==> config.mk <==
export PLATFORM = sky130hd
export DESIGN_NAME = aux_sensor_i2c_hub
export DESIGN_NICKNAME = d
export VERILOG_FILES = /design/src/verilog/aux_byte_fifo.v /design/src/verilog/aux_sensor_i2c_hub.v
export VERILOG_INCLUDE_DIRS = /design/src /design/src/common
export SDC_FILE = /design/constraint.sdc
export NUM_CORES = 1
export LEC_CHECK = 0
export ABC_AREA = 1
export BUFFER_PORTS_ARGS = -buffer_cell sky130_fd_sc_hd__buf_4
export CORE_MARGIN = 1.5
export CORE_UTILIZATION = 43
export DETAILED_ROUTE_END_ITERATION = 16
export PLACE_DENSITY = 0.61
export SLEW_MARGIN = 15
export SYNTH_ARGS = -nofsm -noshare
export SYNTH_HDL_FRONTEND = slang
export SYNTH_HIERARCHICAL = 1
export SYNTH_SLANG_ARGS = --single-unit
==> constraint.sdc <==
create_clock -name i_clk_sys -period 6.85 [get_ports i_clk_sys]
set_input_delay 1.0275 -clock i_clk_sys [delete_from_list [all_inputs] [get_ports i_clk_sys]]
set_output_delay 1.0275 -clock i_clk_sys [all_outputs]
set_load 0.01 [all_outputs]
==> src/common/aux_hub_map.vh <==
// side sensor hub constants: link and irq timing, burst codes
// assumes the SYS_CLK_HZ clock; times in ns
`ifndef AUX_HUB_MAP_VH
`define AUX_HUB_MAP_VH

`define SYS_CLK_HZ       200000000
`define SYS_CLK_NS       5
`define LINK_BIT_HZ      400000
`define QUARTER_CYC      (`SYS_CLK_HZ / (`LINK_BIT_HZ * 4))
`define OFFSET_STEP_NS   2500000
`define NL_PULSE_NS      156250
`define SAMPLE_PERIOD_NS 40000000
`define OFFSET_STEP_CYC  (`OFFSET_STEP_NS / `SYS_CLK_NS)
`define NL_PULSE_CYC     (`NL_PULSE_NS / `SYS_CLK_NS)
`define SAMPLE_CYC       (`SAMPLE_PERIOD_NS / `SYS_CLK_NS)
`define BURST_1          2'h0
`define BURST_2          2'h1
`define BURST_6          2'h2
`define BURST_8          2'h3
`define SAMPLE_RDY_BIT   48
`define FIFO_WIDTH       8
`define FIFO_DEPTH       32
`define IF_ENABLE_RESET  1'h0

`endif

==> src/verilog/aux_byte_fifo.v <==
// FIFO queueing bytes fetched from the side sensor
// assumes one clock, async active-low reset; depth a power of two
`timescale 1ns/1ps
module aux_byte_fifo #(
	parameter WIDTH = 8,
	parameter DEPTH = 32,
	parameter AW    = 5
) (
	// clock and reset
	input  wire             i_clk_sys,
	input  wire             i_resetn,
	// fill side
	input  wire             i_in_valid,
	output wire             o_in_ready,
	input  wire [WIDTH-1:0] i_in_data,
	// drain side
	output reg              o_out_valid,
	input  wire             i_out_ready,
	output reg  [WIDTH-1:0] o_out_data
);
	reg [WIDTH-1:0] mem [0:DEPTH-1];
	reg [AW-1:0]    wr_ptr;
	reg [AW-1:0]    rd_ptr;
	reg [AW:0]      count;
	wire            push;
	wire            pop;

	assign o_in_ready = (count != DEPTH[AW:0]);
	assign push       = i_in_valid & o_in_ready;
	// refill the output register when empty or taken
	assign pop        = (count != {(AW+1){1'b0}}) & (~o_out_valid | i_out_ready);

	// storage needs no reset
	always @(posedge i_clk_sys) begin
		if (push)
			mem[wr_ptr] <= i_in_data;
	end

	// pointers, count, read data
	always @(posedge i_clk_sys or negedge i_resetn) begin
		if (!i_resetn) begin
			wr_ptr      <= {AW{1'b0}};
			rd_ptr      <= {AW{1'b0}};
			count       <= {(AW+1){1'b0}};
			o_out_valid <= 1'b0;
			o_out_data  <= {WIDTH{1'b0}};
		end else begin
			if (push)
				wr_ptr <= wr_ptr + 1'b1;
			if (pop) begin
				rd_ptr      <= rd_ptr + 1'b1;
				o_out_data  <= mem[rd_ptr];
				o_out_valid <= 1'b1;
			end else if (i_out_ready) begin
				o_out_valid <= 1'b0;
			end
			count <= count + {{AW{1'b0}}, push} - {{AW{1'b0}}, pop};
		end
	end
endmodule // aux_byte_fifo

==> src/verilog/aux_sensor_i2c_hub.v <==
// i2c master hub for one side sensor, with drdy irq pins
// assumes config ports come from host logic on i_clk_sys;
// i_sda and irq pin inputs are synchronised here
// Function
// [RL1] link runs at fixed 400 kHz
// [RL2] three modes: no access, setup, data
// [RL3] setup: read-address write starts burst read
// [RL4] manual write sends exactly one byte
// [RL5] host loads write data before write address
// [RL6] busy set at trigger, cleared at end
// [RL7] data mode loops reads; data6 bit0 ready
// [RL8] data-ready fires; non-latched clears after 1/6400s
// [RL9] status read and data read clear flags
// [RL10] data mode triggers forced measurement by write
// [RL11] burst length from burst field, 0b11=8
// [RL12] trigger 2.5..37.5 ms before update; zero follows
// [RL13] enable resets off; disable only stops link
// [RL14] programmed 7-bit address used every transfer
// [RL15] host disables link while changing addresses
// [RL16] no clock stretching; single master link
// [RL17] samples stored in registers and FIFO
// [RL18] latched: read clears, live condition reasserts; here only a new sample reasserts
// [RL19] non-latched: pin follows condition, status sticky
// [RL20] source drives pin only when mapped
// [RL21] pin enable, drain style, level, input follow
// [RL22] read: pointer write, restart, read, NACK, stop
`timescale 1ns/1ps
`include "aux_hub_map.vh"
module aux_sensor_i2c_hub #(
	parameter OFFSET_STEP_CYC = `OFFSET_STEP_CYC,
	parameter NL_PULSE_CYC    = `NL_PULSE_CYC,
	parameter SAMPLE_CYC      = `SAMPLE_CYC
) (
	// clock and reset
	input  wire        i_clk_sys,
	input  wire        i_resetn,
	// mode controls
	input  wire        i_side_link_manual_select,
	input  wire        i_deep_power_saving,
	input  wire        i_side_link_power_on,
	input  wire        i_side_link_enable,
	// link configuration
	input  wire [6:0]  i_dev_addr,
	input  wire [1:0]  i_rd_burst,
	input  wire [3:0]  i_offset_code,
	input  wire [7:0]  i_rd_addr,
	input  wire        i_rd_addr_write,
	input  wire [7:0]  i_wr_addr,
	input  wire        i_wr_addr_write,
	input  wire [7:0]  i_wr_data,
	// status
	output reg         o_link_busy,
	output reg         o_nack_seen,
	output wire [1:0]  o_link_mode,
	output reg  [63:0] o_data_bytes,
	output reg         o_drdy_aux,
	output reg         o_int_aux_drdy,
	input  wire        i_data_read,
	input  wire        i_status1_read,
	// interrupt configuration
	input  wire        i_latch_mode,
	input  wire        i_map_pin_one,
	input  wire        i_map_pin_two,
	input  wire        i_pin_one_out_en,
	input  wire        i_pin_one_drain_style_select,
	input  wire        i_pin_one_active_high,
	input  wire        i_pin_one_input_en,
	input  wire        i_pin_two_out_en,
	input  wire        i_pin_two_drain_style_select,
	input  wire        i_pin_two_active_high,
	input  wire        i_pin_two_input_en,
	// interrupt pins
	input  wire        i_irq_pin_one,
	output wire        o_irq_pin_one,
	output wire        o_irq_pin_one_oe,
	input  wire        i_irq_pin_two,
	output wire        o_irq_pin_two,
	output wire        o_irq_pin_two_oe,
	output wire        o_queue_mark_pin_one,
	output wire        o_queue_mark_pin_two,
	// side sensor i2c pins, open drain
	output wire        o_scl,
	output wire        o_scl_oe,
	input  wire        i_sda,
	output wire        o_sda,
	output wire        o_sda_oe,
	// sample queue drain side
	output wire        o_fifo_valid,
	input  wire        i_fifo_ready,
	output wire [7:0]  o_fifo_data
);
	localparam S_IDLE  = 3'h0;
	localparam S_START = 3'h1;
	localparam S_TX    = 3'h2;
	localparam S_TXACK = 3'h3;
	localparam S_RX    = 3'h4;
	localparam S_RXACK = 3'h5;
	localparam S_STOP  = 3'h6;
	localparam ST_AW   = 2'h0;
	localparam ST_PTR  = 2'h1;
	localparam ST_WD   = 2'h2;
	localparam ST_AR   = 2'h3;
	localparam M_NONE  = 2'h0;
	localparam M_SETUP = 2'h1;
	localparam M_DATA  = 2'h2;

	// burst field to byte count
	function [3:0] burst_len;
		input [1:0] code;
		begin
			case (code)
				`BURST_1: burst_len = 4'h1;
				`BURST_2: burst_len = 4'h2;
				`BURST_6: burst_len = 4'h6;
				default:  burst_len = 4'h8;
			endcase
		end
	endfunction

	// pin drive from irq level: {output enable, pin value}
	function [1:0] pin_drive;
		input active;
		input out_en;
		input drain;
		input high;
		reg value;
		begin
			value = active ~^ high;
			if (drain)
				pin_drive = {out_en & ~value, 1'b0};
			else
				pin_drive = {out_en, value};
		end
	endfunction

	reg  [2:0]  state;
	reg  [1:0]  q;
	reg  [2:0]  bitcnt;
	reg  [1:0]  stage;
	reg  [7:0]  shreg;
	reg  [7:0]  ptr;
	reg  [7:0]  wbyte;
	reg  [2:0]  rx_idx;
	reg  [3:0]  rd_len;
	reg         is_read;
	reg         loop_xfer;
	reg         sda_low;
	reg         scl_low;
	reg         pend_wr;
	reg         pend_rd;
	reg         done_loop;
	reg  [8:0]  qcnt;
	reg  [31:0] per_cnt;
	reg  [31:0] pulse_cnt;
	reg  [1:0]  sda_sync;
	reg  [1:0]  pin1_sync;
	reg  [1:0]  pin2_sync;
	wire        sda_s;
	wire        qtick;
	wire        adv;
	wire        stall;
	wire        setup_mode;
	wire        data_mode;
	wire        manual_rd;
	wire        manual_wr;
	wire        last_rx;
	wire        fifo_push;
	wire        fifo_in_ready;
	wire        new_sample;
	wire        irq_level;
	wire [31:0] trig_point;
	wire [1:0]  drv1;
	wire [1:0]  drv2;

	// mode decode; setup also needs the link enabled
	assign setup_mode  = i_side_link_manual_select & ~i_deep_power_saving
	                     & i_side_link_enable; // [RL2]
	assign data_mode   = ~i_side_link_manual_select & i_side_link_power_on
	                     & i_side_link_enable; // [RL2] [RL13]
	assign o_link_mode = data_mode ? M_DATA : (setup_mode ? M_SETUP : M_NONE);
	assign manual_rd   = setup_mode & i_rd_addr_write; // [RL3]
	assign manual_wr   = setup_mode & i_wr_addr_write; // [RL4] [RL5]

	// pin inputs pass two flops
	always @(posedge i_clk_sys or negedge i_resetn) begin
		if (!i_resetn) begin
			sda_sync  <= 2'h3;
			pin1_sync <= 2'h0;
			pin2_sync <= 2'h0;
		end else begin
			sda_sync  <= {sda_sync[0], i_sda};
			pin1_sync <= {pin1_sync[0], i_irq_pin_one};
			pin2_sync <= {pin2_sync[0], i_irq_pin_two};
		end
	end
	assign sda_s = sda_sync[1];

	// quarter-bit enable, four per scl period
	always @(posedge i_clk_sys or negedge i_resetn) begin
		if (!i_resetn)
			qcnt <= 9'h000;
		else if (qcnt == `QUARTER_CYC - 1) // [RL1]
			qcnt <= 9'h000;
		else
			qcnt <= qcnt + 9'h001;
	end
	assign qtick = (qcnt == `QUARTER_CYC - 1);

	// a full queue holds scl high rather than lose a byte
	assign stall = (state == S_RX) & (q == 2'h3) & (bitcnt == 3'h7) & loop_xfer
	               & ~fifo_in_ready;
	assign adv       = qtick & ~stall;
	assign fifo_push = adv & (state == S_RX) & (q == 2'h3) & (bitcnt == 3'h7)
	                   & loop_xfer; // [RL17]
	assign last_rx   = ({1'b0, rx_idx} == rd_len - 4'h1);

	// loop timer; zero offset triggers right after the update
	assign trig_point = (i_offset_code == 4'h0) ? SAMPLE_CYC - 1
	                    : i_offset_code * OFFSET_STEP_CYC; // [RL12]
	always @(posedge i_clk_sys or negedge i_resetn) begin
		if (!i_resetn)
			per_cnt <= 32'h0;
		else if (!data_mode || per_cnt == 32'h0)
			per_cnt <= SAMPLE_CYC - 1;
		else
			per_cnt <= per_cnt - 32'h1;
	end

	// transfer sequencer; scl/sda only pull low
	always @(posedge i_clk_sys or negedge i_resetn) begin
		if (!i_resetn) begin
			state <= S_IDLE;
			q <= 2'h0;
			bitcnt <= 3'h0;
			stage <= ST_AW;
			shreg <= 8'h00;
			ptr <= 8'h00;
			wbyte <= 8'h00;
			rx_idx <= 3'h0;
			rd_len <= 4'h1;
			is_read <= 1'b0;
			loop_xfer <= 1'b0;
			sda_low <= 1'b0;
			scl_low <= 1'b0;
			pend_wr <= 1'b0;
			pend_rd <= 1'b0;
			done_loop <= 1'b0;
			o_link_busy <= 1'b0;
			o_nack_seen <= 1'b0;
			o_data_bytes <= 64'h0;
		end else begin
			done_loop <= 1'b0;
			case (state)
				S_IDLE: begin
					q <= 2'h0;
					// transfers start only in idle
					if (manual_rd || manual_wr || (data_mode && (pend_wr || pend_rd))) begin
						state       <= S_START;
						stage       <= ST_AW;
						o_link_busy <= 1'b1; // [RL6]
						o_nack_seen <= 1'b0;
						rd_len      <= burst_len(i_rd_burst); // [RL11]
						wbyte       <= i_wr_data; // [RL5]
						if (manual_rd) begin
							is_read   <= 1'b1; // [RL3]
							ptr       <= i_rd_addr;
							loop_xfer <= 1'b0;
						end else if (manual_wr) begin
							is_read   <= 1'b0; // [RL4]
							ptr       <= i_wr_addr;
							loop_xfer <= 1'b0;
						end else if (pend_wr) begin
							is_read   <= 1'b0; // [RL10]
							ptr       <= i_wr_addr;
							loop_xfer <= 1'b1;
							pend_wr   <= 1'b0;
						end else begin
							is_read   <= 1'b1; // [RL7]
							ptr       <= i_rd_addr;
							loop_xfer <= 1'b1;
							pend_rd   <= 1'b0;
						end
					end
				end
				S_START: if (adv) begin
					q <= q + 2'h1;
					case (q)
						2'h0: sda_low <= 1'b0;
						2'h1: scl_low <= 1'b0;
						2'h2: sda_low <= 1'b1;
						default: begin
							scl_low <= 1'b1;
							bitcnt  <= 3'h0;
							shreg   <= {i_dev_addr, stage == ST_AR}; // [RL14]
							state   <= S_TX;
						end
					endcase
				end
				S_TX: if (adv) begin
					q <= q + 2'h1;
					case (q)
						2'h0: sda_low <= ~shreg[7];
						2'h1: scl_low <= 1'b0; // [RL16]
						2'h2: scl_low <= 1'b0;
						default: begin
							scl_low <= 1'b1;
							shreg   <= {shreg[6:0], 1'b0};
							bitcnt  <= bitcnt + 3'h1;
							if (bitcnt == 3'h7)
								state <= S_TXACK;
						end
					endcase
				end
				S_TXACK: if (adv) begin
					q <= q + 2'h1;
					case (q)
						2'h0: sda_low <= 1'b0;
						2'h1: scl_low <= 1'b0;
						2'h2: o_nack_seen <= o_nack_seen | sda_s;
						default: begin
							scl_low <= 1'b1;
							// a refused byte ends with a stop
							if (o_nack_seen)
								state <= S_STOP;
							else if (stage == ST_AW) begin
								stage <= ST_PTR;
								shreg <= ptr;
								state <= S_TX;
							end else if (stage == ST_PTR && is_read) begin
								stage <= ST_AR; // [RL22]
								state <= S_START;
							end else if (stage == ST_PTR) begin
								stage <= ST_WD;
								shreg <= wbyte; // [RL4]
								state <= S_TX;
							end else if (stage == ST_WD)
								state <= S_STOP;
							else begin
								rx_idx <= 3'h0;
								bitcnt <= 3'h0;
								state  <= S_RX;
							end
						end
					endcase
				end
				S_RX: if (adv) begin
					q <= q + 2'h1;
					case (q)
						2'h0: sda_low <= 1'b0;
						2'h1: scl_low <= 1'b0;
						2'h2: shreg <= {shreg[6:0], sda_s};
						default: begin
							scl_low <= 1'b1;
							bitcnt  <= bitcnt + 3'h1;
							if (bitcnt == 3'h7) begin
								o_data_bytes[{rx_idx, 3'h0} +: 8] <= shreg; // [RL3] [RL17]
								state <= S_RXACK;
							end
						end
					endcase
				end
				S_RXACK: if (adv) begin
					q <= q + 2'h1;
					case (q)
						2'h0: sda_low <= ~last_rx; // [RL22]
						2'h1: scl_low <= 1'b0;
						2'h2: scl_low <= 1'b0;
						default: begin
							scl_low <= 1'b1;
							if (last_rx)
								state <= S_STOP;
							else begin
								rx_idx <= rx_idx + 3'h1;
								state  <= S_RX;
							end
						end
					endcase
				end
				S_STOP: if (adv) begin
					q <= q + 2'h1;
					case (q)
						2'h0: sda_low <= 1'b1;
						2'h1: scl_low <= 1'b0;
						2'h2: sda_low <= 1'b0;
						default: begin
							state       <= S_IDLE;
							o_link_busy <= 1'b0; // [RL6]
							done_loop   <= is_read & loop_xfer;
						end
					endcase
				end
				default: state <= S_IDLE;
			endcase
			// loop triggers queue; set placed last wins over the take
			if (data_mode && per_cnt == trig_point)
				pend_wr <= 1'b1; // [RL10] [RL12]
			if (data_mode && per_cnt == 32'h0)
				pend_rd <= 1'b1; // [RL7]
			if (!data_mode) begin
				pend_wr <= 1'b0; // [RL13]
				pend_rd <= 1'b0;
			end
		end
	end

	assign o_scl    = 1'b0;
	assign o_scl_oe = scl_low;
	assign o_sda    = 1'b0;
	assign o_sda_oe = sda_low;

	// only full bursts reach the ready bit in byte six
	assign new_sample = done_loop & ((rd_len != 4'h8)
	                    | o_data_bytes[`SAMPLE_RDY_BIT]); // [RL7] [RL11]

	// sticky flags; set wins over clear
	always @(posedge i_clk_sys or negedge i_resetn) begin
		if (!i_resetn) begin
			o_drdy_aux     <= 1'b0;
			o_int_aux_drdy <= 1'b0;
			pulse_cnt      <= 32'h0;
		end else begin
			if (new_sample)
				o_drdy_aux <= 1'b1; // [RL8]
			else if (i_data_read)
				o_drdy_aux <= 1'b0; // [RL9]
			if (new_sample)
				o_int_aux_drdy <= 1'b1; // [RL8] [RL18]
			else if (i_status1_read)
				o_int_aux_drdy <= 1'b0; // [RL9] [RL18] [RL19]
			if (new_sample)
				pulse_cnt <= NL_PULSE_CYC; // [RL8]
			else if (pulse_cnt != 32'h0)
				pulse_cnt <= pulse_cnt - 32'h1;
		end
	end

	// latched pins follow the flag, non-latched the pulse
	assign irq_level = i_latch_mode ? o_int_aux_drdy
	                   : (pulse_cnt != 32'h0); // [RL18] [RL19]
	assign drv1 = pin_drive(irq_level & i_map_pin_one, i_pin_one_out_en,
	                        i_pin_one_drain_style_select, i_pin_one_active_high); // [RL20] [RL21]
	assign drv2 = pin_drive(irq_level & i_map_pin_two, i_pin_two_out_en,
	                        i_pin_two_drain_style_select, i_pin_two_active_high); // [RL20] [RL21]
	assign o_irq_pin_one    = drv1[0];
	assign o_irq_pin_one_oe = drv1[1];
	assign o_irq_pin_two    = drv2[0];
	assign o_irq_pin_two_oe = drv2[1];

	// with both enables the input sees the own output
	assign o_queue_mark_pin_one = i_pin_one_input_en & (i_pin_one_out_en
	                              ? (drv1[1] ? drv1[0] : 1'b1) : pin1_sync[1]); // [RL21]
	assign o_queue_mark_pin_two = i_pin_two_input_en & (i_pin_two_out_en
	                              ? (drv2[1] ? drv2[0] : 1'b1) : pin2_sync[1]); // [RL21]

	// sample queue
	aux_byte_fifo #(
		.WIDTH (`FIFO_WIDTH),
		.DEPTH (`FIFO_DEPTH),
		.AW    (5)
	) u_fifo (
		.i_clk_sys   (i_clk_sys),
		.i_resetn    (i_resetn),
		.i_in_valid  (fifo_push),
		.o_in_ready  (fifo_in_ready),
		.i_in_data   (shreg),
		.o_out_valid (o_fifo_valid),
		.i_out_ready (i_fifo_ready),
		.o_out_data  (o_fifo_data)
	);
endmodule // aux_sensor_i2c_hub
### Word level (Yosys, flattened, before mapping)

Memory sizes are Yosys's and may differ from the RTL's. A register that Yosys moved wholly into a read port is not among the register bits.
Cells that the tools add are included.

* flip-flop bits (word level): 212
* memories kept: 1
* input port bits: 62
* memory bits (writable): 256

* $add $sub $neg: 12
* equal/unequal tests: 69
* reductions and logical operators: 52
* multiplexer cells: 133
* shift operators: 2
* $mul: 1
* bitwise operators: 40

Memories
* u_fifo.mem: words 32, bits a word 8, rd ports 1, clocked after memory_dff 1, write ports 1, line aux_byte_fifo.v:21 `reg [WIDTH-1:0] mem [0:DEPTH-1];`

Operators by type and width (number)
* $mux 8: 15
* $mux 32: 3
* $mux 3: 31
* $bwmux 64: 1
* $shift 8x8->64 const A: 1
* $shiftx 8x8->64: 1
* $sub 32x1->32 const B: 2
* $ne 2x2->1 const B: 27
* $mux 1: 53
* $eq 32x23->1: 1
* $logic_not 32->1: 1
* $pmux 8 s4: 1
* $reduce_bool 32->1: 1
* $mux 2: 13
* $and 1x1->1: 25
* $reduce_and 12->1: 2
* $mux 23: 1
* $reduce_and 11->1: 2
* $pmux 3 s7: 1
* $mul 4x14->18 const B: 1
* $ne 2x1->1 const B: 8
* $reduce_and 4->1: 4
* $reduce_bool 2->1: 8
* $ne 3x2->1 const B: 5
* other kinds (48): 101

### Longest topological paths before layout

* depth in word-level cells: 14
* gate-level depth with buffers: 22
* depth with buffers taken out: 22

### By module

Netlist, hierarchy kept.

By module, submodules not included
* aux_byte_fifo: area an instance 12077.8 um^2, instances 1, cells each 1149
* aux_sensor_i2c_hub: area an instance 10983.0 um^2, instances 1, cells each 1402

### Worst setup path before layout

No wires, ideal clock.

* path type: input to register
* from: in i_offset_code[1]
* to: reg pend_wr
* setup slack: 3.620 ns
* stages on the path: 11
* arrival: 3.153 ns
* setup time: 0.077 ns
* buffers on the path: 0
* path through: fa_1 fa_1 ha_1 a21oi_1 nand2_1 nand2_1 nand3_1 xor2_1 nor2_1 nand4_1 a21oi_1

* longest elaborated chain between the ends: 6
* elaborated cells on any way between the ends: 12

RTL lines
* from (decl): line aux_sensor_i2c_hub.v:45 `input wire [3:0] i_offset_code,`
* $mul 4x14->18 / $logic_not 4->1 (equally long branches): line aux_sensor_i2c_hub.v:219, aux_sensor_i2c_hub.v:218
* $mux 23 (*): line aux_sensor_i2c_hub.v:218 `assign trig_point = (i_offset_code == 4'h0) ? SAMPLE_CYC - 1`
* $eq 32x23->1 (*): line aux_sensor_i2c_hub.v:395 `if (data_mode && per_cnt == trig_point)`
* $logic_and 1x1->1 (*): line aux_sensor_i2c_hub.v:395
* $ne 3x1->1 (no source line), or another cell as far along
* $reduce_and 4->1 (no source line) / $mux 1 (equally long branches)
* to (signal assigned): line aux_sensor_i2c_hub.v:276 `pend_wr <= 1'b0;`
* to (signal assigned): line aux_sensor_i2c_hub.v:396 `pend_wr <= 1'b1;`
* to (signal assigned): line aux_sensor_i2c_hub.v:400 `pend_wr <= 1'b0;`
* to (decl): line aux_sensor_i2c_hub.v:149 `reg pend_wr;`

Every way passes the cells marked *; elsewhere a longest branch is shown, timed or not.
A chain may end at the register's enable or synchronous reset.

### Worst setup path in the final report

* from: reg pulse_cnt[0]
* to: out o_queue_mark_pin_two

* longest elaborated chain between the ends: 10

RTL lines
* from (decl): line aux_sensor_i2c_hub.v:154 `reg [31:0] pulse_cnt;`
* from (signal assigned): line aux_sensor_i2c_hub.v:433 `pulse_cnt <= pulse_cnt - 32'h1;`
* $reduce_bool 32->1 (*): line aux_sensor_i2c_hub.v:439 `: (pulse_cnt != 32'h0);`
* $mux 1 (*): line aux_sensor_i2c_hub.v:438 `assign irq_level = i_latch_mode ? o_int_aux_drdy`
* $and 1x1->1 (*): line aux_sensor_i2c_hub.v:442 `assign drv2 = pin_drive(irq_level & i_map_pin_two, i_pin_two_out_en,`
* $xnor 1x1->1 (*): line aux_sensor_i2c_hub.v:128 `value = active ~^ high;`
* $not 1->1: line aux_sensor_i2c_hub.v:130 `pin_drive = {out_en & ~value, 1'b0};`
* $and 1x1->1: line aux_sensor_i2c_hub.v:130
* $mux 2 (*): line aux_sensor_i2c_hub.v:129 `if (drain)`
* $mux 1 (*) (2 in a row): line aux_sensor_i2c_hub.v:453 `? (drv2[1] ? drv2[0] : 1'b1) : pin2_sync[1]);`
* $and 1x1->1 (*): line aux_sensor_i2c_hub.v:452 `assign o_queue_mark_pin_two = i_pin_two_input_en & (i_pin_two_out_en`
* to (decl): line aux_sensor_i2c_hub.v:80 `output wire o_queue_mark_pin_two,`

Marks and branches as above.

==> reports/metrics.cfg <==
[run_status]
outcome=finished clean

[logic_synthesis]
ys_top_cells_by_area=edfxtp_1, dfrtp_1, nand2_1
synth-seq-area-share_pct=57.2
avgSynthCellArea_um2=9.04
ys_warn_count=6
synth_top_area_share_pct=33.3
yosys-top-cells-count=nand2_1, inv_1, nor2_1
synthesis.area_um2=23100
synth_edf_count=256
ys_seq_elements=476
yosysTopAreaCell=edfxtp_1
synth_ff_type=edfxtp_1
yosysUniqueCellTypes=54
synth_cells=2551
yosysMostFrequentCell=nand2_1
ys_async_sr_fraction_pct=46.2

[min_path]
hp-start=pin1_sync[0]$_DFF_PN0_
min_to=pin1_sync[1]$_DFF_PN0_
worstHoldPathType=flip-flop to flip-flop
hold_depth=0

[global_routing]
antenna_found_initial=0
overflow=0
first_global_vias=17000
grt_max_degree=127
grt_pass1_wl_um=91500
grtUsageTotal_pct=21.1

[layout]
diodes=0
drive_above_1_share_pct=10.9
fill_cells=4936
final_cell_count_no_fill=3420
areaGrowthSynthToFinish_pct=14.6
regArea_um2=13200
final_area_um2=26400
multi_input_area_um2=8170
fin_nets=2812

[die]
die_w_um=235
core-area_um2=52800
die_area_um2=55000
die_h_um=235
fp-row-count=84
pin_count=151
initial_core_util_pct=43.7

[worst_setup_path]
r2r-start=qcnt[0]$_DFF_PN0_
cp_top_family=simple AND/OR/NAND/NOR gates
r2r_cells=12
arrival_ps=2940
cp_slowest_cell=dfrtp_1
critPathMaxFanout=7
crit_path_frequent_cell=nand2_1
path_buf_inv=3
critPathMaxStageDelay_ps=360
crit_chain=inv_1, ha_1, nand2_1, nor2_2, nand2_1, nor3_4, nand2_1, nand3_1, xnor2_1, nand2_1, nand2_1, inv_1, buf_4
cp-end-kind=primary output
required_ps=5820
crit_type=flip-flop to primary output
worst_setup_path_start_kind=flip-flop
ff2ff_setup_slack_ps=3430
reg2reg_to=u_fifo/mem[17][2]$_DFFE_PP_

[pwr]
finalPower_mw=7.58
ir_drop_mv=0.192
p_per_area_nw_per_um2=287
power.leakage_nw=12.4

[cts]
h-tree-depth=2
cts-buffers-inserted=51
insertion_delay_ps=600
clockBufferDepth=3
post_cts_resized=0
cts.sinks=476
cts_hold_repair.buffers=0
cts-root-buf=clkbuf_16
post_cts_buffers=0
path_clk_slew_ps=60
cts_tree=built

[place]
dpl.cell_count=3327
gp_congestion=0.890
dpl.hpwl_um=38000
postPlaceCellArea_um2=24700
portBuffers=148
pre_cts_ws_ps=3260

[routing]
drc=0
antenna_left=0
vias=17500
wl_um=56900
avgViaCountPerCell=5.12
drtIter0Drc=1264
drt_pre_antenna_iters=7
wl_per_cell_um=16.7

[sta]
worst_pin_slew_ps=1130
fmax_mhz=252
grt_setup_unrepaired=no
setup_tns_ps=0
slew_headroom_pct=24.2
layout_setup_ws_ps=2880
skew_ps=30.9
hold_violations=0
finalSetupViolCount=0
slew_violations=0
period_needed_ps=3970
fin_crit_sh_pct=57.9

[flow_run]
cap_violations=0

[state kept, by name, summed over array words and instances, names as in the netlist, 3 cells and up]
register / flops
u_fifo/wr_ptr: 5
u_fifo/count: 6
pulse_cnt: 32
shreg: 8
u_fifo/mem: 256
u_fifo/rd_ptr: 5
bitcnt: 3
rx_idx: 3
per_cnt: 32
rd_len: 4
u_fifo/o_out_data: 8
qcnt: 9
ptr: 8
o_data_bytes: 64
wbyte: 8
state: 3
[cells by family (layout without fill, tap and decap cells)]
logic type      count (synthesis)  count (layout)  share of synthesized area [%]
simple gates                 1302            1302                           24.3
fa+ha+maj                      58              58                           3.34
flops                         476             476                           57.2
other cells                     1               2                         0.0163
compound gates                254             254                           5.92
buf+inv                       413             593                           7.42
xor+xnor                       47              47                           1.79
[final cells by class]
cell class                      count  share of cell area (%)
Clock buffer                       71                    5.31
Tap cell                          688                    3.26
Multi-Input combinational cell   1663                    30.9
Inverter                          337                    4.82
Clock inverter                     22                    1.14
Timing Repair Buffer              163                    4.66
Sequential cell                   476                    49.9
[metal layers]
metal  global-route usage, %  wire, µm  vias to the layer above
li1                        -         -                     8580
met1                    29.6     25900                     8369
met2                    33.9     26600                      482
met3                    3.13      3200                       81
met4                    6.07      1260                        0
met5                       0         0                        -
[placed cells by master (no fill, tap or decap), types with 4 or more instances in the layout]
master	Yosys	routed
a21oi_1	72	72
a22oi_1	4	4
buf_4	9	162
bufinv_16	0	7
clkbuf_1	15	16
clkbuf_16	0	52
clkinv_1	4	11
clkinv_2	0	5
dfrtp_1	217	215
edfxtp_1	256	256
fa_1	6	6
ha_1	52	52
inv_1	322	321
inv_2	10	10
nand2_1	687	687
nand2_2	7	7
nand2_4	5	5
nand3_1	233	233
nand3_4	7	7
nand3b_1	4	4
nand4_1	30	30
nor2_1	257	257
nor2_2	14	14
nor2_4	4	4
nor3_1	35	33
nor4_1	7	7
o211ai_1	5	5
o21a_1	5	5
o21ai_0	81	81
o21ai_1	62	62
o22ai_1	10	10
xnor2_1	12	12
xor2_1	35	35
[power breakdown]
group          switching, mW  internal (mW)  total [mW]
Clock                   1.13           1.69        2.83
Combinational           1.10          0.493        1.59
Sequential             0.107           3.06        3.17
Total                   2.33           5.25        7.58
[per-stage QoR]
stage / utilization (%) / hold slack [ps]
final: 50.1 / 350
after global routing: 50.1 / 366
after CTS: 50.1 / 355
after detailed placement: 46.9 / 341
after global placement: 46.9 / 334
after floorplan: - / 331
[worst max path at each step]
stage                              from              endpoint  slack, ps  depth (start not counted)
5_1_grt        pulse_cnt[0]$_DFFE_PN0P_  o_queue_mark_pin_two       2620                         13
6_report       pulse_cnt[0]$_DFFE_PN0P_  o_queue_mark_pin_two       2880                         13
3_5_place_dp           i_offset_code[1]   pend_wr$_DFFE_PN0P_       3260                         13
4_1_cts        pulse_cnt[0]$_DFFE_PN0P_  o_queue_mark_pin_two       2840                         13
3_3_place_gp           i_offset_code[1]   pend_wr$_DFFE_PN0P_       3320                         12
2_1_floorplan          i_offset_code[1]   pend_wr$_DFFE_PN0P_       3620                         11
[worst register-to-register path: stages, from the launching register on]
cell,delay [ps]
dfrtp_1,390
inv_1,80
ha_1,210
nand3_1,100
nor2_1,290
nand2_4,120
inv_1,140
nand2_1,70
inv_1,50
nand2_1,240
inv_1,250
nand2_1,380
nor2_1,720
Power figures use the tool's default switching activity.
